[src/pkg/vcpa_defs.svh]
// Purpose: Constants of the virtual pending query and alias ack block
// Assumes: AXI4-Lite, 32-bit data, 8-bit byte address
// Notes:   Offsets are byte addresses of aligned words
`ifndef VCPA_DEFS_SVH
`define VCPA_DEFS_SVH

// ----------------------------------------
// Register offsets
// ----------------------------------------
`define VCPA_A_HPP 8'h00
`define VCPA_A_ABP 8'h04
`define VCPA_A_AIA 8'h08
`define VCPA_A_CTL 8'h0C
`define VCPA_A_APR 8'h10
`define VCPA_A_STS 8'h14
`define VCPA_A_MSK 8'h18
`define VCPA_A_LE0 8'h20
`define VCPA_A_LE3 8'h2C

// ----------------------------------------
// Sizes and special identifiers
// ----------------------------------------
`define VCPA_NLE 4
`define VCPA_ID_SPUR 10'h3FF
`define VCPA_ID_G1 10'h3FE
`define VCPA_PRI_NONE 6'h20

// ----------------------------------------
// Query, acknowledge and binary point word fields
// ----------------------------------------
`define VCPA_ID_HI 9
`define VCPA_ID_LO 0
`define VCPA_CPU_HI 12
`define VCPA_CPU_LO 10
`define VCPA_RSV_LO 13
`define VCPA_BP_HI 2
`define VCPA_BP_RSV_LO 3

// ----------------------------------------
// List entry fields
// ----------------------------------------
`define VCPA_LE_PRI_HI 20
`define VCPA_LE_PRI_LO 16
`define VCPA_LE_ST_HI 29
`define VCPA_LE_ST_LO 28
`define VCPA_LE_GRP 30
`define VCPA_LE_HW 31

// ----------------------------------------
// Control, status, response
// ----------------------------------------
`define VCPA_CTL_ACK 0
`define VCPA_STS_ACK 0
`define VCPA_STS_SPUR 1
`define VCPA_STS_W 2
`define VCPA_RESP_OKAY 2'h0
`define VCPA_RESP_SLVERR 2'h2

`endif

[src/pkg/vcpa_pkg.sv]
// Purpose: Types of the virtual pending query and alias ack block
// Assumes: Used with vcpa_defs.svh
// Notes:   None
package vcpa_pkg;

  // ----------------------------------------
  // List entry states
  // ----------------------------------------
  typedef enum logic [1:0] {
    VCPA_LE_INVALID = 2'b00,
    VCPA_LE_PEND = 2'b01,
    VCPA_LE_ACT = 2'b10,
    VCPA_LE_ACTPEND = 2'b11
  } vcpa_le_state_t;

endpackage

[src/rtl/vcpa_top.sv]
// Purpose: Guest pending query and aliased acknowledge over AXI4-Lite
// Assumes: One clock, synchronous active-low reset, one read and one write
// Notes:   List entries and active priorities are software-writable here
//
// The address map and the AXI4-Lite register port were chosen for this implementation.
`timescale 1ns/1ps
`include "vcpa_defs.svh"

// Function
// - Pending query returns top pending identifier, or 1023 if none.
// - Pending query never reports an active-and-pending entry.
// - Core field filled only when hardware flag of entry is 0.
// - Query and ack words: 31..13 reserved, 12..10 core, 9..0 id.
// - Group 0 top pending: query returns its id regardless of ack control.
// - Group 1 top pending: 1022 if ack control 0, real id if 1.
// - Query may return 1023 while pending interrupts sit outside entries.
// - Alias binary point: 3-bit field in 2..0, rest reserved.
// - Alias ack of group 0 entry returns 1023, no acknowledge.
// - Alias ack of group 1 returns id, plus core when hardware flag 0.
// - Successful alias ack makes entry active, sets active-priority bit.
// - No pending interrupt of sufficient priority: alias ack returns 1023.
// - Sufficiency judged as if interface and global enable were set.
module vcpa_top
  import vcpa_pkg::*;
(
  // Clock and reset
  input wire logic aclk,
  input wire logic aresetn,
  // Write address and data
  input wire logic [7:0] awaddr,
  input wire logic [2:0] awprot,
  input wire logic awvalid,
  output logic awready,
  input wire logic [31:0] wdata,
  input wire logic [3:0] wstrb,
  input wire logic wvalid,
  output logic wready,
  // Write response
  output logic [1:0] bresp,
  output logic bvalid,
  input wire logic bready,
  // Read address and data
  input wire logic [7:0] araddr,
  input wire logic [2:0] arprot,
  input wire logic arvalid,
  output logic arready,
  output logic [31:0] rdata,
  output logic [1:0] rresp,
  output logic rvalid,
  input wire logic rready,
  // Interrupt
  output logic irq
);

  // ----------------------------------------
  // Helpers
  // ----------------------------------------
  function automatic logic [31:0] merge_w(input logic [31:0] old_v,
      input logic [31:0] new_v, input logic [3:0] strb);
    logic [31:0] res;
    res = old_v;
    for (int b = 0; b < 4; b++) begin
      if (strb[b]) begin
        res[b*8 +: 8] = new_v[b*8 +: 8];
      end
    end
    return res;
  endfunction

  function automatic logic [4:0] le_pri(input logic [31:0] e);
    return e[`VCPA_LE_PRI_HI:`VCPA_LE_PRI_LO];
  endfunction

  function automatic vcpa_le_state_t le_st(input logic [31:0] e);
    return vcpa_le_state_t'(e[`VCPA_LE_ST_HI:`VCPA_LE_ST_LO]);
  endfunction

  // Running priority: lowest set active bit, none gives 32
  function automatic logic [5:0] run_pri(input logic [31:0] a);
    logic [5:0] r;
    r = `VCPA_PRI_NONE;
    for (int i = 31; i >= 0; i--) begin
      if (a[i]) begin
        r = 6'(i);
      end
    end
    return r;
  endfunction

  // Identifier word with core number only for software interrupts
  function automatic logic [31:0] id_word(input logic [31:0] e);
    logic [31:0] w;
    w = 32'h0000_0000;
    w[`VCPA_ID_HI:`VCPA_ID_LO] = e[`VCPA_ID_HI:`VCPA_ID_LO];
    if (!e[`VCPA_LE_HW]) begin
      w[`VCPA_CPU_HI:`VCPA_CPU_LO] = e[`VCPA_CPU_HI:`VCPA_CPU_LO];
    end
    return w;
  endfunction

  // ----------------------------------------
  // State
  // ----------------------------------------
  logic aw_rdy_r, aw_rdy_nxt;
  logic bvalid_r, bvalid_nxt;
  logic [1:0] bresp_r, bresp_nxt;
  logic ar_rdy_r, ar_rdy_nxt;
  logic rvalid_r, rvalid_nxt;
  logic [1:0] rresp_r, rresp_nxt;
  logic [31:0] rdata_r, rdata_nxt;
  logic [31:0] le_r [`VCPA_NLE];
  logic [31:0] le_nxt [`VCPA_NLE];
  logic [31:0] apr_r, apr_nxt;
  logic [2:0] bp_r, bp_nxt;
  logic ack_ctl_r, ack_ctl_nxt;
  logic [`VCPA_STS_W-1:0] sts_r, sts_nxt;
  logic [`VCPA_STS_W-1:0] msk_r, msk_nxt;
  logic irq_r, irq_nxt;

  logic wr_hs, rd_hs, is_hpp, is_aia;
  logic best_found, suff, aia_ok;
  logic [1:0] best_idx;
  logic [31:0] best_e, hpp_word, mrg;

  assign wr_hs = awvalid && wvalid && aw_rdy_r;
  assign rd_hs = arvalid && ar_rdy_r;
  assign is_hpp = araddr == `VCPA_A_HPP;
  assign is_aia = araddr == `VCPA_A_AIA;

  // ----------------------------------------
  // Pending selection
  // ----------------------------------------
  always_comb begin
    best_found = 1'b0;
    best_idx = 2'h0;
    for (int i = 0; i < `VCPA_NLE; i++) begin
      if (le_st(le_r[i]) == VCPA_LE_PEND &&
          (!best_found || le_pri(le_r[i]) < le_pri(le_r[best_idx]))) begin
        best_found = 1'b1;
        best_idx = 2'(i);
      end
    end
    best_e = le_r[best_idx];
    suff = {1'b0, le_pri(best_e)} < run_pri(apr_r);
    aia_ok = best_found && suff && best_e[`VCPA_LE_GRP];
    hpp_word = 32'h0000_0000;
    hpp_word[`VCPA_ID_HI:`VCPA_ID_LO] = `VCPA_ID_SPUR;
    if (best_found) begin
      if (best_e[`VCPA_LE_GRP] && !ack_ctl_r) begin
        hpp_word[`VCPA_ID_HI:`VCPA_ID_LO] = `VCPA_ID_G1;
      end else begin
        hpp_word = id_word(best_e);
      end
    end
  end

  // ----------------------------------------
  // Bus handshake next state
  // ----------------------------------------
  always_comb begin
    // Address and data are taken together, one write at a time
    aw_rdy_nxt = awvalid && wvalid && !aw_rdy_r && !bvalid_r;
    bvalid_nxt = wr_hs ? 1'b1 : (bready ? 1'b0 : bvalid_r);
    bresp_nxt = bresp_r;
    if (wr_hs) begin
      bresp_nxt = `VCPA_RESP_OKAY;
      if (awaddr[1:0] != 2'h0 || awaddr > `VCPA_A_LE3 ||
          (awaddr > `VCPA_A_MSK && awaddr < `VCPA_A_LE0)) begin
        bresp_nxt = `VCPA_RESP_SLVERR;
      end
    end
    ar_rdy_nxt = arvalid && !ar_rdy_r && !rvalid_r;
    rvalid_nxt = rd_hs ? 1'b1 : (rready ? 1'b0 : rvalid_r);
    rresp_nxt = rresp_r;
    rdata_nxt = rdata_r;
    if (rd_hs) begin
      rresp_nxt = `VCPA_RESP_OKAY;
      rdata_nxt = 32'h0000_0000;
      unique case (araddr)
        `VCPA_A_HPP: rdata_nxt = hpp_word;
        `VCPA_A_ABP: rdata_nxt = {29'h0, bp_r};
        `VCPA_A_AIA: begin
          rdata_nxt[`VCPA_ID_HI:`VCPA_ID_LO] = `VCPA_ID_SPUR;
          if (aia_ok) begin
            rdata_nxt = id_word(best_e);
          end
        end
        `VCPA_A_CTL: rdata_nxt = {31'h0, ack_ctl_r};
        `VCPA_A_APR: rdata_nxt = apr_r;
        `VCPA_A_STS: rdata_nxt = {30'h0, sts_r};
        `VCPA_A_MSK: rdata_nxt = {30'h0, msk_r};
        default: begin
          if (araddr[1:0] == 2'h0 && araddr >= `VCPA_A_LE0 &&
              araddr <= `VCPA_A_LE3) begin
            rdata_nxt = le_r[araddr[3:2]];
          end else begin
            rresp_nxt = `VCPA_RESP_SLVERR;
          end
        end
      endcase
    end
  end

  // ----------------------------------------
  // Register file next state
  // ----------------------------------------
  always_comb begin
    le_nxt = le_r;
    apr_nxt = apr_r;
    bp_nxt = bp_r;
    ack_ctl_nxt = ack_ctl_r;
    msk_nxt = msk_r;
    sts_nxt = sts_r;
    mrg = 32'h0000_0000;
    if (wr_hs) begin
      unique case (awaddr)
        `VCPA_A_ABP: begin
          mrg = merge_w({29'h0, bp_r}, wdata, wstrb);
          bp_nxt = mrg[`VCPA_BP_HI:0];
        end
        `VCPA_A_CTL: begin
          mrg = merge_w({31'h0, ack_ctl_r}, wdata, wstrb);
          ack_ctl_nxt = mrg[`VCPA_CTL_ACK];
        end
        `VCPA_A_APR: apr_nxt = merge_w(apr_r, wdata, wstrb);
        `VCPA_A_MSK: begin
          mrg = merge_w({30'h0, msk_r}, wdata, wstrb);
          msk_nxt = mrg[`VCPA_STS_W-1:0];
        end
        default: begin
          if (awaddr[1:0] == 2'h0 && awaddr >= `VCPA_A_LE0 &&
              awaddr <= `VCPA_A_LE3) begin
            le_nxt[awaddr[3:2]] = merge_w(le_r[awaddr[3:2]], wdata, wstrb);
          end
        end
      endcase
    end
    // Status is read-to-clear; a new event in that cycle still lands
    if (rd_hs && araddr == `VCPA_A_STS) begin
      sts_nxt = '0;
    end
    if (rd_hs && is_aia) begin
      if (aia_ok) begin
        le_nxt[best_idx][`VCPA_LE_ST_HI:`VCPA_LE_ST_LO] = VCPA_LE_ACT;
        apr_nxt[le_pri(best_e)] = 1'b1;
        sts_nxt[`VCPA_STS_ACK] = 1'b1;
      end else begin
        sts_nxt[`VCPA_STS_SPUR] = 1'b1;
      end
    end
    irq_nxt = |(sts_nxt & msk_nxt);
  end

  // ----------------------------------------
  // Registers
  // ----------------------------------------
  always_ff @(posedge aclk) begin
    if (!aresetn) begin
      aw_rdy_r <= 1'b0;
      bvalid_r <= 1'b0;
      bresp_r <= `VCPA_RESP_OKAY;
      ar_rdy_r <= 1'b0;
      rvalid_r <= 1'b0;
      rresp_r <= `VCPA_RESP_OKAY;
      rdata_r <= 32'h0000_0000;
      for (int i = 0; i < `VCPA_NLE; i++) begin
        le_r[i] <= 32'h0000_0000;
      end
      apr_r <= 32'h0000_0000;
      bp_r <= 3'h0;
      ack_ctl_r <= 1'b0;
      sts_r <= '0;
      msk_r <= '0;
      irq_r <= 1'b0;
    end else begin
      aw_rdy_r <= aw_rdy_nxt;
      bvalid_r <= bvalid_nxt;
      bresp_r <= bresp_nxt;
      ar_rdy_r <= ar_rdy_nxt;
      rvalid_r <= rvalid_nxt;
      rresp_r <= rresp_nxt;
      rdata_r <= rdata_nxt;
      le_r <= le_nxt;
      apr_r <= apr_nxt;
      bp_r <= bp_nxt;
      ack_ctl_r <= ack_ctl_nxt;
      sts_r <= sts_nxt;
      msk_r <= msk_nxt;
      irq_r <= irq_nxt;
    end
  end

  assign awready = aw_rdy_r;
  assign wready = aw_rdy_r;
  assign bvalid = bvalid_r;
  assign bresp = bresp_r;
  assign arready = ar_rdy_r;
  assign rvalid = rvalid_r;
  assign rresp = rresp_r;
  assign rdata = rdata_r;
  assign irq = irq_r;

  // ----------------------------------------
  // Checks
  // ----------------------------------------
  AST_HPP_EMPTY: assert property (@(posedge aclk) disable iff (!aresetn)
    rd_hs && is_hpp && !best_found |=>
      rdata_r[`VCPA_ID_HI:`VCPA_ID_LO] == `VCPA_ID_SPUR)
    else $error("empty query not spurious");
  AST_HPP_PEND: assert property (@(posedge aclk) disable iff (!aresetn)
    rd_hs && is_hpp && best_found |->
      le_st(le_r[best_idx]) == VCPA_LE_PEND ##1 rvalid_r)
    else $error("query chose non-pending entry");
  AST_HPP_HWCPU: assert property (@(posedge aclk) disable iff (!aresetn)
    rd_hs && is_hpp && best_found && best_e[`VCPA_LE_HW] |=>
      rdata_r[`VCPA_CPU_HI:`VCPA_CPU_LO] == 3'h0)
    else $error("core field set for hardware interrupt");
  AST_RSV_ZERO: assert property (@(posedge aclk) disable iff (!aresetn)
    rd_hs && (is_hpp || is_aia) |=> rdata_r[31:`VCPA_RSV_LO] == 19'h0)
    else $error("reserved bits not zero");
  AST_HPP_G0: assert property (@(posedge aclk) disable iff (!aresetn)
    rd_hs && is_hpp && best_found && !best_e[`VCPA_LE_GRP] |=>
      rdata_r[`VCPA_ID_HI:`VCPA_ID_LO] == $past(best_e[`VCPA_ID_HI:0]))
    else $error("group 0 id wrong");
  AST_HPP_G1: assert property (@(posedge aclk) disable iff (!aresetn)
    rd_hs && is_hpp && best_found && best_e[`VCPA_LE_GRP] && !ack_ctl_r
      |=> rdata_r[`VCPA_ID_HI:`VCPA_ID_LO] == `VCPA_ID_G1)
    else $error("group 1 not hidden");
  AST_ABP_RSV: assert property (@(posedge aclk) disable iff (!aresetn)
    rd_hs && araddr == `VCPA_A_ABP |=>
      rdata_r[31:`VCPA_BP_RSV_LO] == 29'h0)
    else $error("binary point reserved bits set");
  AST_AIA_G0: assert property (@(posedge aclk) disable iff (!aresetn)
    rd_hs && is_aia && best_found && suff && !best_e[`VCPA_LE_GRP] &&
      !wr_hs |=> rdata_r[`VCPA_ID_HI:`VCPA_ID_LO] == `VCPA_ID_SPUR &&
      $stable(apr_r))
    else $error("group 0 acknowledged");
  AST_AIA_CPU: assert property (@(posedge aclk) disable iff (!aresetn)
    rd_hs && is_aia && aia_ok && !best_e[`VCPA_LE_HW] |=>
      rdata_r[`VCPA_CPU_HI:`VCPA_CPU_LO] == $past(best_e[12:10]))
    else $error("core number missing");
  AST_AIA_ACT: assert property (@(posedge aclk) disable iff (!aresetn)
    rd_hs && is_aia && aia_ok |=> le_st(le_r[$past(best_idx)]) ==
      VCPA_LE_ACT && apr_r[$past(le_pri(best_e))])
    else $error("ack did not activate");
  AST_AIA_LOW: assert property (@(posedge aclk) disable iff (!aresetn)
    rd_hs && is_aia && !(best_found && suff) |=>
      rdata_r[`VCPA_ID_HI:`VCPA_ID_LO] == `VCPA_ID_SPUR)
    else $error("insufficient priority acknowledged");
  AST_HPP_PURE: assert property (@(posedge aclk) disable iff (!aresetn)
    rd_hs && is_hpp && !wr_hs |=> $stable(apr_r) && $stable(le_r[0]))
    else $error("query changed state");

endmodule

[config.mk]
export PLATFORM = sky130hd
export DESIGN_NAME = vcpa_top
export DESIGN_NICKNAME = d
export VERILOG_FILES = /design/src/pkg/vcpa_pkg.sv /design/src/rtl/vcpa_top.sv
export VERILOG_INCLUDE_DIRS = /design/src /design/src/pkg
export SDC_FILE = /design/constraint.sdc
export NUM_CORES = 1
export LEC_CHECK = 0
export BUFFER_PORTS_ARGS = -buffer_cell sky130_fd_sc_hd__buf_2
export CORE_MARGIN = 4
export CORE_UTILIZATION = 52
export DETAILED_ROUTE_END_ITERATION = 8
export GPL_TIMING_DRIVEN = 0
export PLACE_DENSITY = 0.76
export SLEW_MARGIN = 10
export SYNTH_ARGS = -nofsm -noshare
export SYNTH_HDL_FRONTEND = slang
export SYNTH_SLANG_ARGS = --single-unit
[constraint.sdc]
create_clock -name aclk -period 20.4 [get_ports aclk]
set_clock_uncertainty 0.15 [all_clocks]
set_input_delay 4.08 -clock aclk [delete_from_list [all_inputs] [get_ports aclk]]
set_output_delay 4.08 -clock aclk [all_outputs]
set_load 0.01 [all_outputs]
==> summary.txt <==
Placed design
  – Post-detail-place hpwl: 29.06 mm
  – Number of port buffers: 91
  – Placer Congestion: 0.9957

Timing
  – Fmax: 108.9 MHz
  – Setup_tns: 0 ns
  – Worst slew pin tran: 1.124 ns
  – Minimum clock period: 9.183 ns
  – RSZ-0062 raised after global routing: false
  – Tcrit/Tclk final: 0.4502
  – Hold Vio Cnt, Final: 0
  – Final setup viols: 0
  – Final Slew Violations: 0
  – Max_slew headroom: 0.2446

Global routing
  – Vias in the first global route: 11290
  – Initial antenna violation count: 0
  – Global-route usage over all layers: 0.3181
  – Grt ovf: 0
  – Largest net degree at the start of global routing: 13
  – Global-route wire length before repair: 64.06 mm

Die
  – Die Span X: 158.9 um
  – Die ar.: 0.02524 sq mm
  – Row count: 54
  – CORE AREA: 0.02209 sq mm
  – # IOs: 107
  – Initial Util: 0.5358
  – Die Ht: 158.9 um

Final layout
  – Util after Layout: 0.6064
  – Proportion of layout cells with a drive suffix above 1: 0.1785
  – # diodes: 0
  – Area delta synth->final: 13.17%
  – Filler cells: 1934
  – Final Net Count: 1443

Power and ir drop
  – Gate power share: 0.072
  – Pwr Total: 891.9 uW
  – Max VDD drop: 0.06587 mV
  – Sw Ratio: 0.2446
  – Net Switching: 218.1 uW
  – Lkg Pwr: 6.427 nW
  – Clock power share: 0.468
  – Sequential Power Share: 0.459
  – Power Density: 66.58 mW/mm^2
  – Internal Pwr Total: 673.8 uW

Synth
  – #FFs+latches synth: 207
  – Async S/R FF share, synth: 0
  – Mapped Area: 0.01184 sq mm
  – Syn Area/Cell: 9.516 sq um
  – Synthesis warning total: 0
  – Synth unique cells: 78
  – Seq/Total Area, Yosys: 0.3501
  – Most used flip-flop cell after synthesis: dfxtp_1
  – Cells after Synth: 1244
  – Post-synth EDFFs: 0

Clocking
  – Max Buffers Root-to-Sink: 3
  – Setup Buffers After CTS: 0
  – CTS Root Cell: clkbuf_16
  – Clk slew on worst S/H paths: 0.06 ns
  – H-tree depth: 1
  – Hold buffers post-CTS: 0
  – CTS tree: done
  – Total CTS buffers: 24
  – Cts repair resizes: 0
  – Clock sink total: 207
  – Worst skew pair latency: 0.52 ns

Setup path
  – Setup crit start kind: flip-flop
  – Crit-path max FO: 10
  – WP data required: 20.68 ns
  – Arr. time, crit path: 9.46 ns
  – Kind of critical path: flip-flop to flip-flop
  – Crit path largest cell delay: 0.70 ns
  – CP Capture Type: flip-flop
  – Critical path's slowest cell: nand4_1

Drt
  – Routed wire per std cell: 25.14 um
  – Total routed wirelength: 41.68 mm
  – ANT nets after route: 0
  – Via density: 6.907
  – DRC: 0
  – Initial DRC Count: 1667
  – Pre-antenna DRT Iters: 6
  – Vias: 11450

Outcome
  – Status: complete, no violations

Min path
  – Worst hold path startpoint: bvalid
  – Hold/Removal Path Class: flip-flop to flip-flop

Job
  – Max cap viols: 0
cell type report:
class	instances	area, sq um	area share
tap	280	350.3	0.02615
clock buffer	36	686.9	0.05127
multi-input combinational	911	7208	0.5381
clock inverter	6	57.56	0.004296
sequential	207	4144	0.3093
timing repair buffer	91	455.4	0.03400
inverter	25	93.84	0.007005
buffer	102	400.4	0.02989
per-layer routing:
metal	track usage	wire, um
met1	0.4183	15860
met2	0.4932	18490
met3	0.07880	5157
met4	0.1562	2170
met5	0	0
path summary, 6_finish.rpt:
path | endpoint | slack (ns) | cells after the start
max | apr_r[18] | 11.22 | 30
min | awready | 0.27 | 1
max reg2reg | apr_r[18] | 11.22 | 30
min reg2reg | awready | 0.27 | 1
cells in the final DEF (no fill, tap or decap), types with 5 or more instances in the layout:
cell,instances
inv_1,25
a21oi_1,41
a221oi_1,24
mux2_2,36
nor4_1,8
and2_1,6
o211ai_1,5
nand2b_1,8
buf_1,13
nor3b_1,21
mux2i_1,45
o221ai_1,11
dfxtp_1,207
o21ai_1,21
a211oi_1,5
nor2b_1,11
ha_1,16
clkbuf_1,90
nand2_1,213
nor3_1,12
nand3_1,14
buf_2,96
clkbuf_16,25
o21ai_0,38
o21a_1,6
o31ai_1,5
mux4_2,60
a22oi_1,12
o211a_1,120
and3_1,10
nor2_1,57
a221o_1,10
nand4_1,17
power by group through the flow:
stage	logic (mW)	clock network, mW	registers (mW)
detailed placement	0.0626	0	0.419
finish	0.0644	0.418	0.410
floorplan	0.0340	0	0.420
CTS	0.0629	0.417	0.410
global placement	0.0618	0	0.418
global route	0.0677	0.433	0.410
per-stage QoR:
| stage | setup WS (ns) | instances | instance area (sq um) | hold WS, ns |
|---|---|---|---|---|
| final | 11.22 | 1658 | 13400 | 0.2743 |
| after CTS | 11.58 | 1658 | 13400 | 0.2672 |
| after global placement | 11.76 | 1616 | 12650 | 0.2688 |
| after global routing | 10.83 | 1658 | 13400 | 0.3032 |
| after detailed placement | 11.66 | 1616 | 12650 | 0.2623 |
| after floorplan | 13.48 | 1245 | 11840 | 0.3000 |
synthesized netlist by cell type, types with 10 or more instances:
cell type / number / area share
nor3b_1: 22 / 0.014
o21ai_0: 38 / 0.016
dfxtp_1: 207 / 0.35
nor3_1: 12 / 0.0051
clkbuf_1: 81 / 0.026
a22oi_1: 12 / 0.0076
a221o_1: 10 / 0.0085
nand3_1: 14 / 0.0059
o221ai_1: 11 / 0.0081
o21ai_1: 21 / 0.0089
mux2i_1: 45 / 0.038
a21oi_1: 41 / 0.017
nand2_1: 213 / 0.068
mux4_2: 60 / 0.11
inv_1: 25 / 0.0079
a221oi_1: 24 / 0.018
nor2_1: 57 / 0.018
nor2b_1: 11 / 0.0058
and3_1: 10 / 0.0053
nand4_1: 17 / 0.0090
ha_1: 16 / 0.017
o211a_1: 120 / 0.10
buf_1: 13 / 0.0041
mux2_2: 36 / 0.034
critical path: cells and delay by family (launching register included):
kind	cells	cell delay, ns
compound gates	17	4.61
fa+ha+maj	4	1.36
buf+inv	4	1.17
flops	1	0.39
mux	1	0.21
simple gates	4	1.19
cells by family (layout without fill, tap and decap cells):
family / after synthesis / in the layout / synth area share
muxes: 146 / 146 / 0.1962
adders and majority gates: 16 / 16 / 0.01691
buffers and inverters: 127 / 260 / 0.04175
DFF: 207 / 207 / 0.3501
other: 1 / 2 / 0.0003168
AOI/OAI and AO/OA: 350 / 350 / 0.2390
and+or+nand+nor: 397 / 397 / 0.1558
Power figures use the tool's default switching activity.
